==> src/common/pdv_pkg.sv <==
package pdv_pkg;

  // ----------------------------------------------------------------
  // register map (byte addresses)
  // ----------------------------------------------------------------
  localparam logic [7:0] ADDR_CTRL = 8'h00;
  localparam logic [7:0] ADDR_VALUE = 8'h04;
  localparam logic [7:0] ADDR_TIMEOUT = 8'h08;
  localparam logic [7:0] ADDR_STATUS = 8'h0c;
  localparam logic [7:0] ADDR_IRQ_STAT = 8'h10;
  localparam logic [7:0] ADDR_IRQ_MASK = 8'h14;
  localparam logic [7:0] ADDR_CHARS = 8'h18;
  localparam logic [7:0] ADDR_CHAR_SEL = 8'h1c;

  // ----------------------------------------------------------------
  // control fields
  // ----------------------------------------------------------------
  localparam int CTRL_MASTER_BIT = 0;
  localparam int CTRL_SIX_DIGIT_BIT = 1;

  // ----------------------------------------------------------------
  // display codes and ranges
  // ----------------------------------------------------------------
  localparam logic [2:0] SHOW_IDENT = 3'h0;
  localparam logic [2:0] SHOW_DASHES = 3'h1;
  localparam logic [2:0] SHOW_VALUE = 3'h2;
  localparam logic [2:0] SHOW_OVER = 3'h3;
  localparam logic [2:0] SHOW_UNDER = 3'h4;
  localparam logic [2:0] SHOW_MENU = 3'h5;
  localparam logic signed [31:0] MIN4 = -32'sd999;
  localparam logic signed [31:0] MAX4 = 32'sd9999;
  localparam logic signed [31:0] MIN6 = -32'sd99999;
  localparam logic signed [31:0] MAX6 = 32'sd999999;

  // ----------------------------------------------------------------
  // timing
  // ----------------------------------------------------------------
  localparam int CLK_HZ = 50000000;
  localparam int HOLD_MS = 2000;
  localparam int HOLD_CYCLES = (CLK_HZ / 1000) * HOLD_MS;
  localparam int TICK_MS = 1;
  localparam int TICK_CYCLES = (CLK_HZ / 1000) * TICK_MS;
  localparam int IDENT_MS = 1000;
  localparam int IDENT_CYCLES = (CLK_HZ / 1000) * IDENT_MS;
  localparam logic [31:0] TIMEOUT_RESET = 32'h0000_03e8;
  localparam logic [31:0] REVISION = 32'h0000_0001;  // arbitrary value

  // ----------------------------------------------------------------
  // interrupt bits
  // ----------------------------------------------------------------
  localparam int IRQ_TIMEOUT = 0;
  localparam int IRQ_RANGE = 1;
  localparam int IRQ_MENU = 2;
  localparam int IRQ_WIDTH = 3;

  typedef enum logic [2:0] {
    ST_IDENT = 3'b000,
    ST_DISPLAY = 3'b001,
    ST_MENU = 3'b010,
    ST_EDIT = 3'b011,
    ST_CONFIRM = 3'b100
  } pdv_state_t;

endpackage : pdv_pkg

==> src/hdl/pdv_control.sv <==
// Behaviour
// - after reset show identity and version, then enter displaying mode
// - on entering display, show dashes until first value update
// - stored role bit selects master or follower operation
// - follower value and attributes come only from externally written regs
// - master role takes value and decimal point from polled follower
// - value above range shows over-range message
// - value below range shows under-range message
// - range -999..9999 for four digits, -99999..999999 for six
// - configuration changes never stop the display logic
// - follower shows dashes until first write of shown value
// - follower blinks value when no write within update timeout
// - next valid value write stops the blinking
// - follower may show user characters at selected digit positions
// - follower menu offered only in follower role
// - main menu entered after escape key held two seconds
// - escape leaves level upward and discards unconfirmed edit
// - enter starts edit, opens sub-menu or confirms edit; code has no sub-menu state, enter in menu always starts edit
// - up and down step items, change edit value or display mode
//
// Local design decisions: the register offsets and the AHB-Lite register port.
`timescale 1ns/1ns
`default_nettype none
module pdv_control #(
  parameter int HOLD_COUNT = pdv_pkg::HOLD_CYCLES,
  parameter int TICK_COUNT = pdv_pkg::TICK_CYCLES,
  parameter int IDENT_COUNT = pdv_pkg::IDENT_CYCLES
) (
  // clock and reset
  input wire logic hclk,
  input wire logic hresetn,
  // ahb-lite slave
  input wire logic hsel,
  input wire logic [7:0] haddr,
  input wire logic [1:0] htrans,
  input wire logic hwrite,
  input wire logic [2:0] hsize,
  input wire logic [31:0] hwdata,
  input wire logic hready,
  output logic [31:0] hrdata,
  output logic hreadyout,
  output logic hresp,
  // remote follower answer in master role
  input wire logic poll_valid,
  input wire logic [31:0] poll_value,
  input wire logic [2:0] poll_point,
  // keys, one-cycle pulses except esc level
  input wire logic key_esc,
  input wire logic key_enter,
  input wire logic key_up,
  input wire logic key_down,
  // display
  output logic [2:0] show_code,
  output logic [31:0] show_value,
  output logic [2:0] show_point,
  output logic show_blink,
  output logic [5:0] user_char_sel,
  output logic [31:0] user_chars,
  output logic follower_menu_visible,
  output logic [3:0] menu_item,
  output logic [1:0] display_mode,
  // interrupt
  output logic irq
);

  // ----------------------------------------------------------------
  // bus decode
  // ----------------------------------------------------------------
  logic ph_wr_reg, ph_rd_reg;
  logic [7:0] ph_addr_reg;
  logic take;
  assign take = hsel && hready && htrans[1];
  assign hreadyout = 1'b1;
  assign hresp = 1'b0;

  always_ff @(posedge hclk or negedge hresetn) begin
    if (!hresetn) begin
      ph_wr_reg <= 1'b0;
      ph_rd_reg <= 1'b0;
      ph_addr_reg <= 8'h00;
    end else begin
      ph_wr_reg <= take && hwrite;
      ph_rd_reg <= take && !hwrite;
      ph_addr_reg <= haddr;
    end
  end

  logic wr_ctrl, wr_value, wr_timeout, wr_mask, wr_chars, wr_sel;
  logic rd_irq_stat;
  assign wr_ctrl = ph_wr_reg && ph_addr_reg == pdv_pkg::ADDR_CTRL;
  assign wr_value = ph_wr_reg && ph_addr_reg == pdv_pkg::ADDR_VALUE;
  assign wr_timeout = ph_wr_reg && ph_addr_reg == pdv_pkg::ADDR_TIMEOUT;
  assign wr_mask = ph_wr_reg && ph_addr_reg == pdv_pkg::ADDR_IRQ_MASK;
  assign wr_chars = ph_wr_reg && ph_addr_reg == pdv_pkg::ADDR_CHARS;
  assign wr_sel = ph_wr_reg && ph_addr_reg == pdv_pkg::ADDR_CHAR_SEL;
  assign rd_irq_stat = ph_rd_reg && ph_addr_reg == pdv_pkg::ADDR_IRQ_STAT;

  // ----------------------------------------------------------------
  // configuration registers
  // ----------------------------------------------------------------
  logic [1:0] ctrl_reg;
  logic [31:0] timeout_reg;
  logic [31:0] chars_reg;
  logic [5:0] sel_reg;
  logic [31:0] value_reg;
  logic [2:0] point_reg;

  // config writes land any time, display keeps running
  always_ff @(posedge hclk or negedge hresetn) begin
    if (!hresetn) begin
      ctrl_reg <= 2'b00;
      timeout_reg <= pdv_pkg::TIMEOUT_RESET;
      chars_reg <= 32'h0000_0000;
      sel_reg <= 6'h00;
    end else begin
      if (wr_ctrl)
        ctrl_reg <= hwdata[1:0];
      if (wr_timeout)
        timeout_reg <= hwdata;
      if (wr_chars)
        chars_reg <= hwdata;
      if (wr_sel)
        sel_reg <= hwdata[5:0];
    end
  end

  logic is_master;
  assign is_master = ctrl_reg[pdv_pkg::CTRL_MASTER_BIT];

  // ----------------------------------------------------------------
  // shown value source
  // ----------------------------------------------------------------
  logic update;
  assign update = is_master ? poll_valid : wr_value;

  always_ff @(posedge hclk or negedge hresetn) begin
    if (!hresetn) begin
      value_reg <= 32'h0000_0000;
      point_reg <= 3'h0;
    end else if (is_master && poll_valid) begin
      value_reg <= poll_value;
      point_reg <= poll_point;
    end else if (!is_master && wr_value) begin
      value_reg <= hwdata;
    end
  end

  // ----------------------------------------------------------------
  // update timeout, millisecond ticks
  // ----------------------------------------------------------------
  logic [31:0] tick_cnt_reg;
  logic tick;
  assign tick = tick_cnt_reg == 32'(TICK_COUNT - 1);
  always_ff @(posedge hclk or negedge hresetn) begin
    if (!hresetn)
      tick_cnt_reg <= 32'h0000_0000;
    else
      tick_cnt_reg <= tick ? 32'h0000_0000 : tick_cnt_reg + 32'h0000_0001;
  end

  logic seen_reg, blink_reg;
  logic [31:0] age_reg;
  logic blink_rise;
  assign blink_rise = seen_reg && !blink_reg && !update && tick
    && age_reg + 32'h0000_0001 >= timeout_reg;

  always_ff @(posedge hclk or negedge hresetn) begin
    if (!hresetn) begin
      seen_reg <= 1'b0;
      age_reg <= 32'h0000_0000;
      blink_reg <= 1'b0;
    end else if (update) begin
      seen_reg <= 1'b1;
      age_reg <= 32'h0000_0000;
      blink_reg <= 1'b0;
    end else if (seen_reg && tick) begin
      if (!blink_reg)
        age_reg <= age_reg + 32'h0000_0001;
      if (blink_rise)
        blink_reg <= 1'b1;
    end
  end

  // ----------------------------------------------------------------
  // range check
  // ----------------------------------------------------------------
  logic six;
  logic signed [31:0] lo, hi, sval;
  logic over, under;
  assign six = ctrl_reg[pdv_pkg::CTRL_SIX_DIGIT_BIT];
  assign lo = six ? pdv_pkg::MIN6 : pdv_pkg::MIN4;
  assign hi = six ? pdv_pkg::MAX6 : pdv_pkg::MAX4;
  assign sval = value_reg;
  assign over = sval > hi;
  assign under = sval < lo;

  // ----------------------------------------------------------------
  // menu state machine
  // ----------------------------------------------------------------
  pdv_pkg::pdv_state_t state_reg;
  logic [31:0] ident_cnt_reg, hold_cnt_reg;
  logic [3:0] item_reg;
  logic [31:0] edit_reg;
  logic [1:0] mode_reg;
  logic hold_done;
  assign hold_done = hold_cnt_reg == 32'(HOLD_COUNT - 1);

  always_ff @(posedge hclk or negedge hresetn) begin
    if (!hresetn)
      hold_cnt_reg <= 32'h0000_0000;
    else if (!key_esc || state_reg != pdv_pkg::ST_DISPLAY)
      hold_cnt_reg <= 32'h0000_0000;
    else if (!hold_done)
      hold_cnt_reg <= hold_cnt_reg + 32'h0000_0001;
  end

  logic esc_prev_reg, esc_press;
  assign esc_press = key_esc && !esc_prev_reg;
  always_ff @(posedge hclk or negedge hresetn) begin
    if (!hresetn)
      esc_prev_reg <= 1'b0;
    else
      esc_prev_reg <= key_esc;
  end

  logic menu_enter;
  assign menu_enter = state_reg == pdv_pkg::ST_DISPLAY && hold_done
    && key_esc;
  // item 0 is the follower menu; skipped in master role
  logic [3:0] item_up, item_dn;
  assign item_up = (item_reg == 4'hf || (is_master && item_reg == 4'hf))
    ? (is_master ? 4'h1 : 4'h0) : item_reg + 4'h1;
  assign item_dn = (item_reg == (is_master ? 4'h1 : 4'h0))
    ? 4'hf : item_reg - 4'h1;

  always_ff @(posedge hclk or negedge hresetn) begin
    if (!hresetn) begin
      state_reg <= pdv_pkg::ST_IDENT;
      ident_cnt_reg <= 32'h0000_0000;
      item_reg <= 4'h0;
      edit_reg <= 32'h0000_0000;
      mode_reg <= 2'b00;
    end else begin
      case (state_reg)
        pdv_pkg::ST_IDENT: begin
          ident_cnt_reg <= ident_cnt_reg + 32'h0000_0001;
          if (ident_cnt_reg == 32'(IDENT_COUNT - 1))
            state_reg <= pdv_pkg::ST_DISPLAY;
        end
        pdv_pkg::ST_DISPLAY: begin
          if (menu_enter) begin
            state_reg <= pdv_pkg::ST_MENU;
            item_reg <= is_master ? 4'h1 : 4'h0;
          end else if (key_up)
            mode_reg <= mode_reg + 2'b01;
          else if (key_down)
            mode_reg <= mode_reg - 2'b01;
        end
        pdv_pkg::ST_MENU: begin
          if (is_master && item_reg == 4'h0)
            item_reg <= 4'h1;
          if (esc_press)
            state_reg <= pdv_pkg::ST_DISPLAY;
          else if (key_enter) begin
            state_reg <= pdv_pkg::ST_EDIT;
            edit_reg <= 32'h0000_0000;
          end else if (key_up)
            item_reg <= item_up;
          else if (key_down)
            item_reg <= item_dn;
        end
        pdv_pkg::ST_EDIT: begin
          if (esc_press)
            state_reg <= pdv_pkg::ST_MENU;
          else if (key_enter)
            state_reg <= pdv_pkg::ST_CONFIRM;
          else if (key_up)
            edit_reg <= edit_reg + 32'h0000_0001;
          else if (key_down)
            edit_reg <= edit_reg - 32'h0000_0001;
        end
        pdv_pkg::ST_CONFIRM: begin
          if (esc_press) begin
            state_reg <= pdv_pkg::ST_MENU;
            edit_reg <= 32'h0000_0000;
          end else if (key_enter)
            state_reg <= pdv_pkg::ST_MENU;
        end
        default: state_reg <= pdv_pkg::ST_IDENT;
      endcase
    end
  end

  // ----------------------------------------------------------------
  // display outputs
  // ----------------------------------------------------------------
  logic [2:0] code_next;
  always_comb begin
    if (state_reg == pdv_pkg::ST_IDENT)
      code_next = pdv_pkg::SHOW_IDENT;
    else if (state_reg != pdv_pkg::ST_DISPLAY)
      code_next = pdv_pkg::SHOW_MENU;
    else if (!seen_reg)
      code_next = pdv_pkg::SHOW_DASHES;
    else if (over)
      code_next = pdv_pkg::SHOW_OVER;
    else if (under)
      code_next = pdv_pkg::SHOW_UNDER;
    else
      code_next = pdv_pkg::SHOW_VALUE;
  end

  always_ff @(posedge hclk or negedge hresetn) begin
    if (!hresetn) begin
      show_code <= pdv_pkg::SHOW_IDENT;
      show_value <= 32'h0000_0000;
      show_point <= 3'h0;
      show_blink <= 1'b0;
      user_char_sel <= 6'h00;
      user_chars <= 32'h0000_0000;
      follower_menu_visible <= 1'b0;
      menu_item <= 4'h0;
      display_mode <= 2'b00;
    end else begin
      show_code <= code_next;
      show_value <= state_reg == pdv_pkg::ST_DISPLAY ? value_reg : edit_reg;
      show_point <= point_reg;
      show_blink <= blink_reg;
      user_char_sel <= is_master ? 6'h00 : sel_reg;
      user_chars <= chars_reg;
      follower_menu_visible <= !is_master && state_reg != pdv_pkg::ST_IDENT
        && state_reg != pdv_pkg::ST_DISPLAY;
      menu_item <= item_reg;
      display_mode <= mode_reg;
    end
  end

  // ----------------------------------------------------------------
  // interrupts
  // ----------------------------------------------------------------
  logic [2:0] irq_stat_reg, irq_mask_reg, irq_set;
  logic range_prev_reg;
  always_ff @(posedge hclk or negedge hresetn) begin
    if (!hresetn)
      range_prev_reg <= 1'b0;
    else
      range_prev_reg <= seen_reg && (over || under);
  end
  assign irq_set = {menu_enter, seen_reg && (over || under) && !range_prev_reg,
    blink_rise};

  always_ff @(posedge hclk or negedge hresetn) begin
    if (!hresetn) begin
      irq_stat_reg <= 3'b000;
      irq_mask_reg <= 3'b000;
    end else begin
      irq_stat_reg <= (rd_irq_stat ? 3'b000 : irq_stat_reg) | irq_set;
      if (wr_mask)
        irq_mask_reg <= hwdata[2:0];
    end
  end
  assign irq = |(irq_stat_reg & irq_mask_reg);

  // ----------------------------------------------------------------
  // read data
  // ----------------------------------------------------------------
  always_comb begin
    hrdata = 32'h0000_0000;
    if (ph_rd_reg) begin
      case (ph_addr_reg)
        pdv_pkg::ADDR_CTRL: hrdata = {30'h0, ctrl_reg};
        pdv_pkg::ADDR_VALUE: hrdata = value_reg;
        pdv_pkg::ADDR_TIMEOUT: hrdata = timeout_reg;
        pdv_pkg::ADDR_STATUS:
          hrdata = {20'h0, item_reg, 1'b0, state_reg, blink_reg, seen_reg,
            over, under};
        pdv_pkg::ADDR_IRQ_STAT: hrdata = {29'h0, irq_stat_reg};
        pdv_pkg::ADDR_IRQ_MASK: hrdata = {29'h0, irq_mask_reg};
        pdv_pkg::ADDR_CHARS: hrdata = chars_reg;
        pdv_pkg::ADDR_CHAR_SEL: hrdata = {26'h0, sel_reg};
        default: hrdata = 32'h0000_0000;
      endcase
    end
  end

endmodule : pdv_control
`default_nettype wire

==> config.mk <==
export PLATFORM = sky130hd
export DESIGN_NAME = pdv_control
export DESIGN_NICKNAME = d
export VERILOG_FILES = /design/src/common/pdv_pkg.sv /design/src/hdl/pdv_control.sv
export SDC_FILE = /design/constraint.sdc
export NUM_CORES = 1
export LEC_CHECK = 0
export BUFFER_PORTS_ARGS = -buffer_cell sky130_fd_sc_hd__clkbuf_2
export CAP_MARGIN = 15
export CORE_MARGIN = 3
export CORE_UTILIZATION = 50
export CTS_BUF_LIST = sky130_fd_sc_hd__clkbuf_8
export CTS_CLUSTER_DIAMETER = 30
export CTS_CLUSTER_SIZE = 25
export DETAILED_ROUTE_END_ITERATION = 6
export PLACE_DENSITY = 0.7
export SYNTH_ARGS = -nofsm -noshare
export SYNTH_HDL_FRONTEND = slang
export SYNTH_SLANG_ARGS = --single-unit
==> constraint.sdc <==
create_clock -name hclk -period 6.25 [get_ports hclk]
set_input_delay 0.625 -clock hclk [delete_from_list [all_inputs] [get_ports hclk]]
set_output_delay 0.625 -clock hclk [all_outputs]
set_load 0.02 [all_outputs]
==> results.md <==
* Worst path top cell family by delay: compound AO/OA/AOI/OAI gates
* Horiz. Die Dim at 203 microns
* Crit-path cells: inv_1, ha_1, or2_2, a211oi_1, a21oi_1, a311oi_1, o221ai_1, or3_1, a31oi_1, clkbuf_2
* Crit. End Element: output port
* Port buffer count at 202
* Top Ports at 209
* Clock transition at the registers of the reported paths at 60 ps
* Crit path buf inv count at 2
* Share of power burned in registers at 37.6%
* Gate power share at 23.0%
* Vias after detailed routing at 15,455
* Clock tree root buffer cell: clkbuf_8
* Slew HR at 32.7%
* Die ar. at 41,300 sq um
* Reg2reg end: irq_stat_reg[0]
* Initial antenna violation count at 2
* R2r setup slk at 2190 ps
* WL final at 52,200 microns
* Layout Nets at 2,275
* Synth async-reset ratio at 100%
* CP Launch Type: register
* Hold Fails Final Rpt at 0
* Cts bufs inserted at 87
* Most frequent cells after synthesis: dfrtp_1 (374), nand2_1 (181), nor2_1 (154)
* Final instance area at 23,100 sq um
* Die Y at 203 microns
* Placer Congestion at 0.921
* Status: finished, final reports clean
* Cell area after synthesis at 19,400 sq um
* Final Cycle Share at 74.0%
* CP Data Arrival Time at 4000 ps
* LEAKAGE at 10.9 nW
* Pins over their slew limit at 0
* Syn_nets at 2,035
* Synthesis Warnings at 0
* Min-Delay Path Class: in -> reg
* Number of synthesized flops with an enable pin at 0
* Worst Hold Launch: haddr[0]
* RR Startpoint: age_reg[0]
* HPWL after DPL at 36,400 microns
* GRT overflow at 0
* Synth-to-Final Area Change at 18.8%
* Pre-CTS setup slack at 2210 ps
* Endpoints failing setup at 0
* Max incr delay on CP at 600 ps
* Actual slew at the worst max-slew pin at 1010 ps
* Top_reg_cell synth: dfrtp_1
* Largest net degree at the start of global routing at 173
* Seq/Total Area, Yosys at 49.0%
* Crit path to: hrdata[0]
* RSZ-0062 raised after global routing: no
* Fin worst setup slack at 1630 ps
* Final Skew at 27.3 ps
* FF+latch count, synth at 380
* Clk_lat worst skew at 650 ps
* Maxcap violations at 0
* CP max-delay cell: dfrtp_1
* Fillers at 3,209
* DRC at 0
* Minimum clock period at 4620 ps
* CTS tree: built
* Critical path origin: ctrl_reg[1]
* Mean Syn Cell Area at 10.5 sq um
* Req. time, crit path at 5620 ps
* Max FO, Critical Path at 10
* Sw Ratio at 33.0%
* Drt initial violations at 1,176
* FF-to-FF path depth at 17
* P_int at 5.55 mW
* Layout cell share with drive strength beyond 1 at 23.7%
* Clock power frac at 39.4%
* Distinct cells, synth at 74
* Area leader, netlist: dfrtp_1
* Post-layout util at 60.7%
* Max IR drop VDD at 0.280 mV
* Post-Synthesis Cells at 1,859
* H-Tree Depth at 3
* Placed instance area at 21,000 sq um
* Number of global-route vias before repair at 15,522
* Fmax at 0.216 GHz
* Global Route Usage Sum at 24.9%
* Clk sinks at 380
* First drt pass iteration count at 7
* Max Buffers Root-to-Sink at 3
* Drt via density at 5.75
* Post-synth top area share at 48.2%
* Setup bufs post-CTS at 0
* Wire per inst at 19.4 microns
* Power Dens Cells at 359 nW/um^2
* Critical path depth at 10
* Core footprint at 38,000 sq um
* Top-count cell post-synth: dfrtp_1
* Area contributors post-synth: dfrtp_1 (48%), mux2_2 (6.4%), ha_1 (5.5%)
* Post-route ant nets at 0
* Psw at 2.73 mW
* Type of the worst setup path: reg -> out
* First-pass GRT wire length at 82,100 microns
* Initial core utilization at 51.1%
* Hold slack at 84.3 ps
* Row count at 71
* Setup TNS at 0 ps
[worst reg2reg max path, stage by stage (launching register included)]
cell     delay [ps]
dfrtp_1         440
ha_1            280
nand4_1         170
or4_1           670
nor3_4          300
and4_4          290
nand3_4         100
nor2_1          150
xor2_1           90
ha_1            190
a21o_1          150
a21o_1          170
a21oi_1         150
o21ai_0         100
a21o_1          180
a21oi_1         150
o221a_2         290
nand2_1          70
[cell families after synthesis]
group | synth area share, %
multiplexers | 8.23
AO/OA/AOI/OAI | 11.1
other | 0.0386
XOR/XNOR | 7.53
adder cells (fa/ha/maj) | 5.58
buffers and inverters | 2.63
AND/OR/NAND/NOR | 15.9
flip-flops | 49.0
[timing repair]
item	in CTS	in global routing
gates resized for setup	0	0
endpoints found under the hold margin	59	0
hold buffers	1	0
[cell usage in the layout (no fill, tap or decap), drive strengths merged, types with 36 or more instances in the layout]
| cell type | synthesis | layout |
|---|---|---|
| mux2 | 110 | 110 |
| xnor2 | 95 | 95 |
| nand4 | 40 | 40 |
| nand3 | 57 | 57 |
| mux2i | 36 | 36 |
| a21oi | 69 | 69 |
| dfrtp | 374 | 374 |
| xor2 | 72 | 72 |
| nor3 | 36 | 36 |
| ha | 85 | 85 |
| inv | 59 | 80 |
| nand2 | 181 | 181 |
| clkbuf | 43 | 298 |
| nor2 | 154 | 154 |
| o21ai | 91 | 91 |
[area by class of cell]
type,instances,area (sq um),share of cell area [%]
Sequential cell,380,9520,41.2
Multi-Input combinational cell,1349,9440,40.9
Clock buffer,97,1340,5.78
Timing Repair Buffer,222,1210,5.22
Clock inverter,67,731,3.16
Tap cell,511,639,2.77
Inverter,59,221,0.959
Antenna cell,2,5.00,0.0217
[power groups by stage]
| stage | combinational [mW] | sequential [mW] | clock, mW |
|---|---|---|---|
| after floorplan | 1.20 | 3.19 | 0 |
| after global placement | 1.85 | 3.14 | 0 |
| after detailed placement | 1.88 | 3.15 | 0 |
| after CTS | 1.91 | 3.11 | 3.33 |
| after global routing | 2.10 | 3.15 | 3.45 |
| final | 1.90 | 3.12 | 3.26 |
[worst min path at each step]
stage | end | slack [ps] | cells after the start
after global placement | show_point[0] | 350 | 0
after detailed placement | show_point[2] | 360 | 0
final | ph_addr_reg[0] | 80 | 1
after CTS | ph_addr_reg[1] | 40 | 1
after floorplan | age_reg[0] | 330 | 0
after global routing | ph_addr_reg[1] | 50 | 1
[per-layer routing]
| layer | up-vias | global-route usage, % | routed length (microns) |
|---|---|---|---|
| li1 | 7171 | - | - |
| met1 | 7667 | 33.4 | 22500 |
| met2 | 529 | 40.4 | 24800 |
| met3 | 88 | 4.88 | 3340 |
| met4 | 0 | 9.59 | 1550 |
| met5 | - | 0 | 0 |
[per-stage QoR]
step           instances  power [mW]
2_1_floorplan       1859        4.39
3_3_place_gp        2519        4.99
3_5_place_dp        2519        5.03
4_1_cts             2684        8.34
5_1_grt             2687        8.70
6_report            2687        8.28
Power figures use the tool's default switching activity.
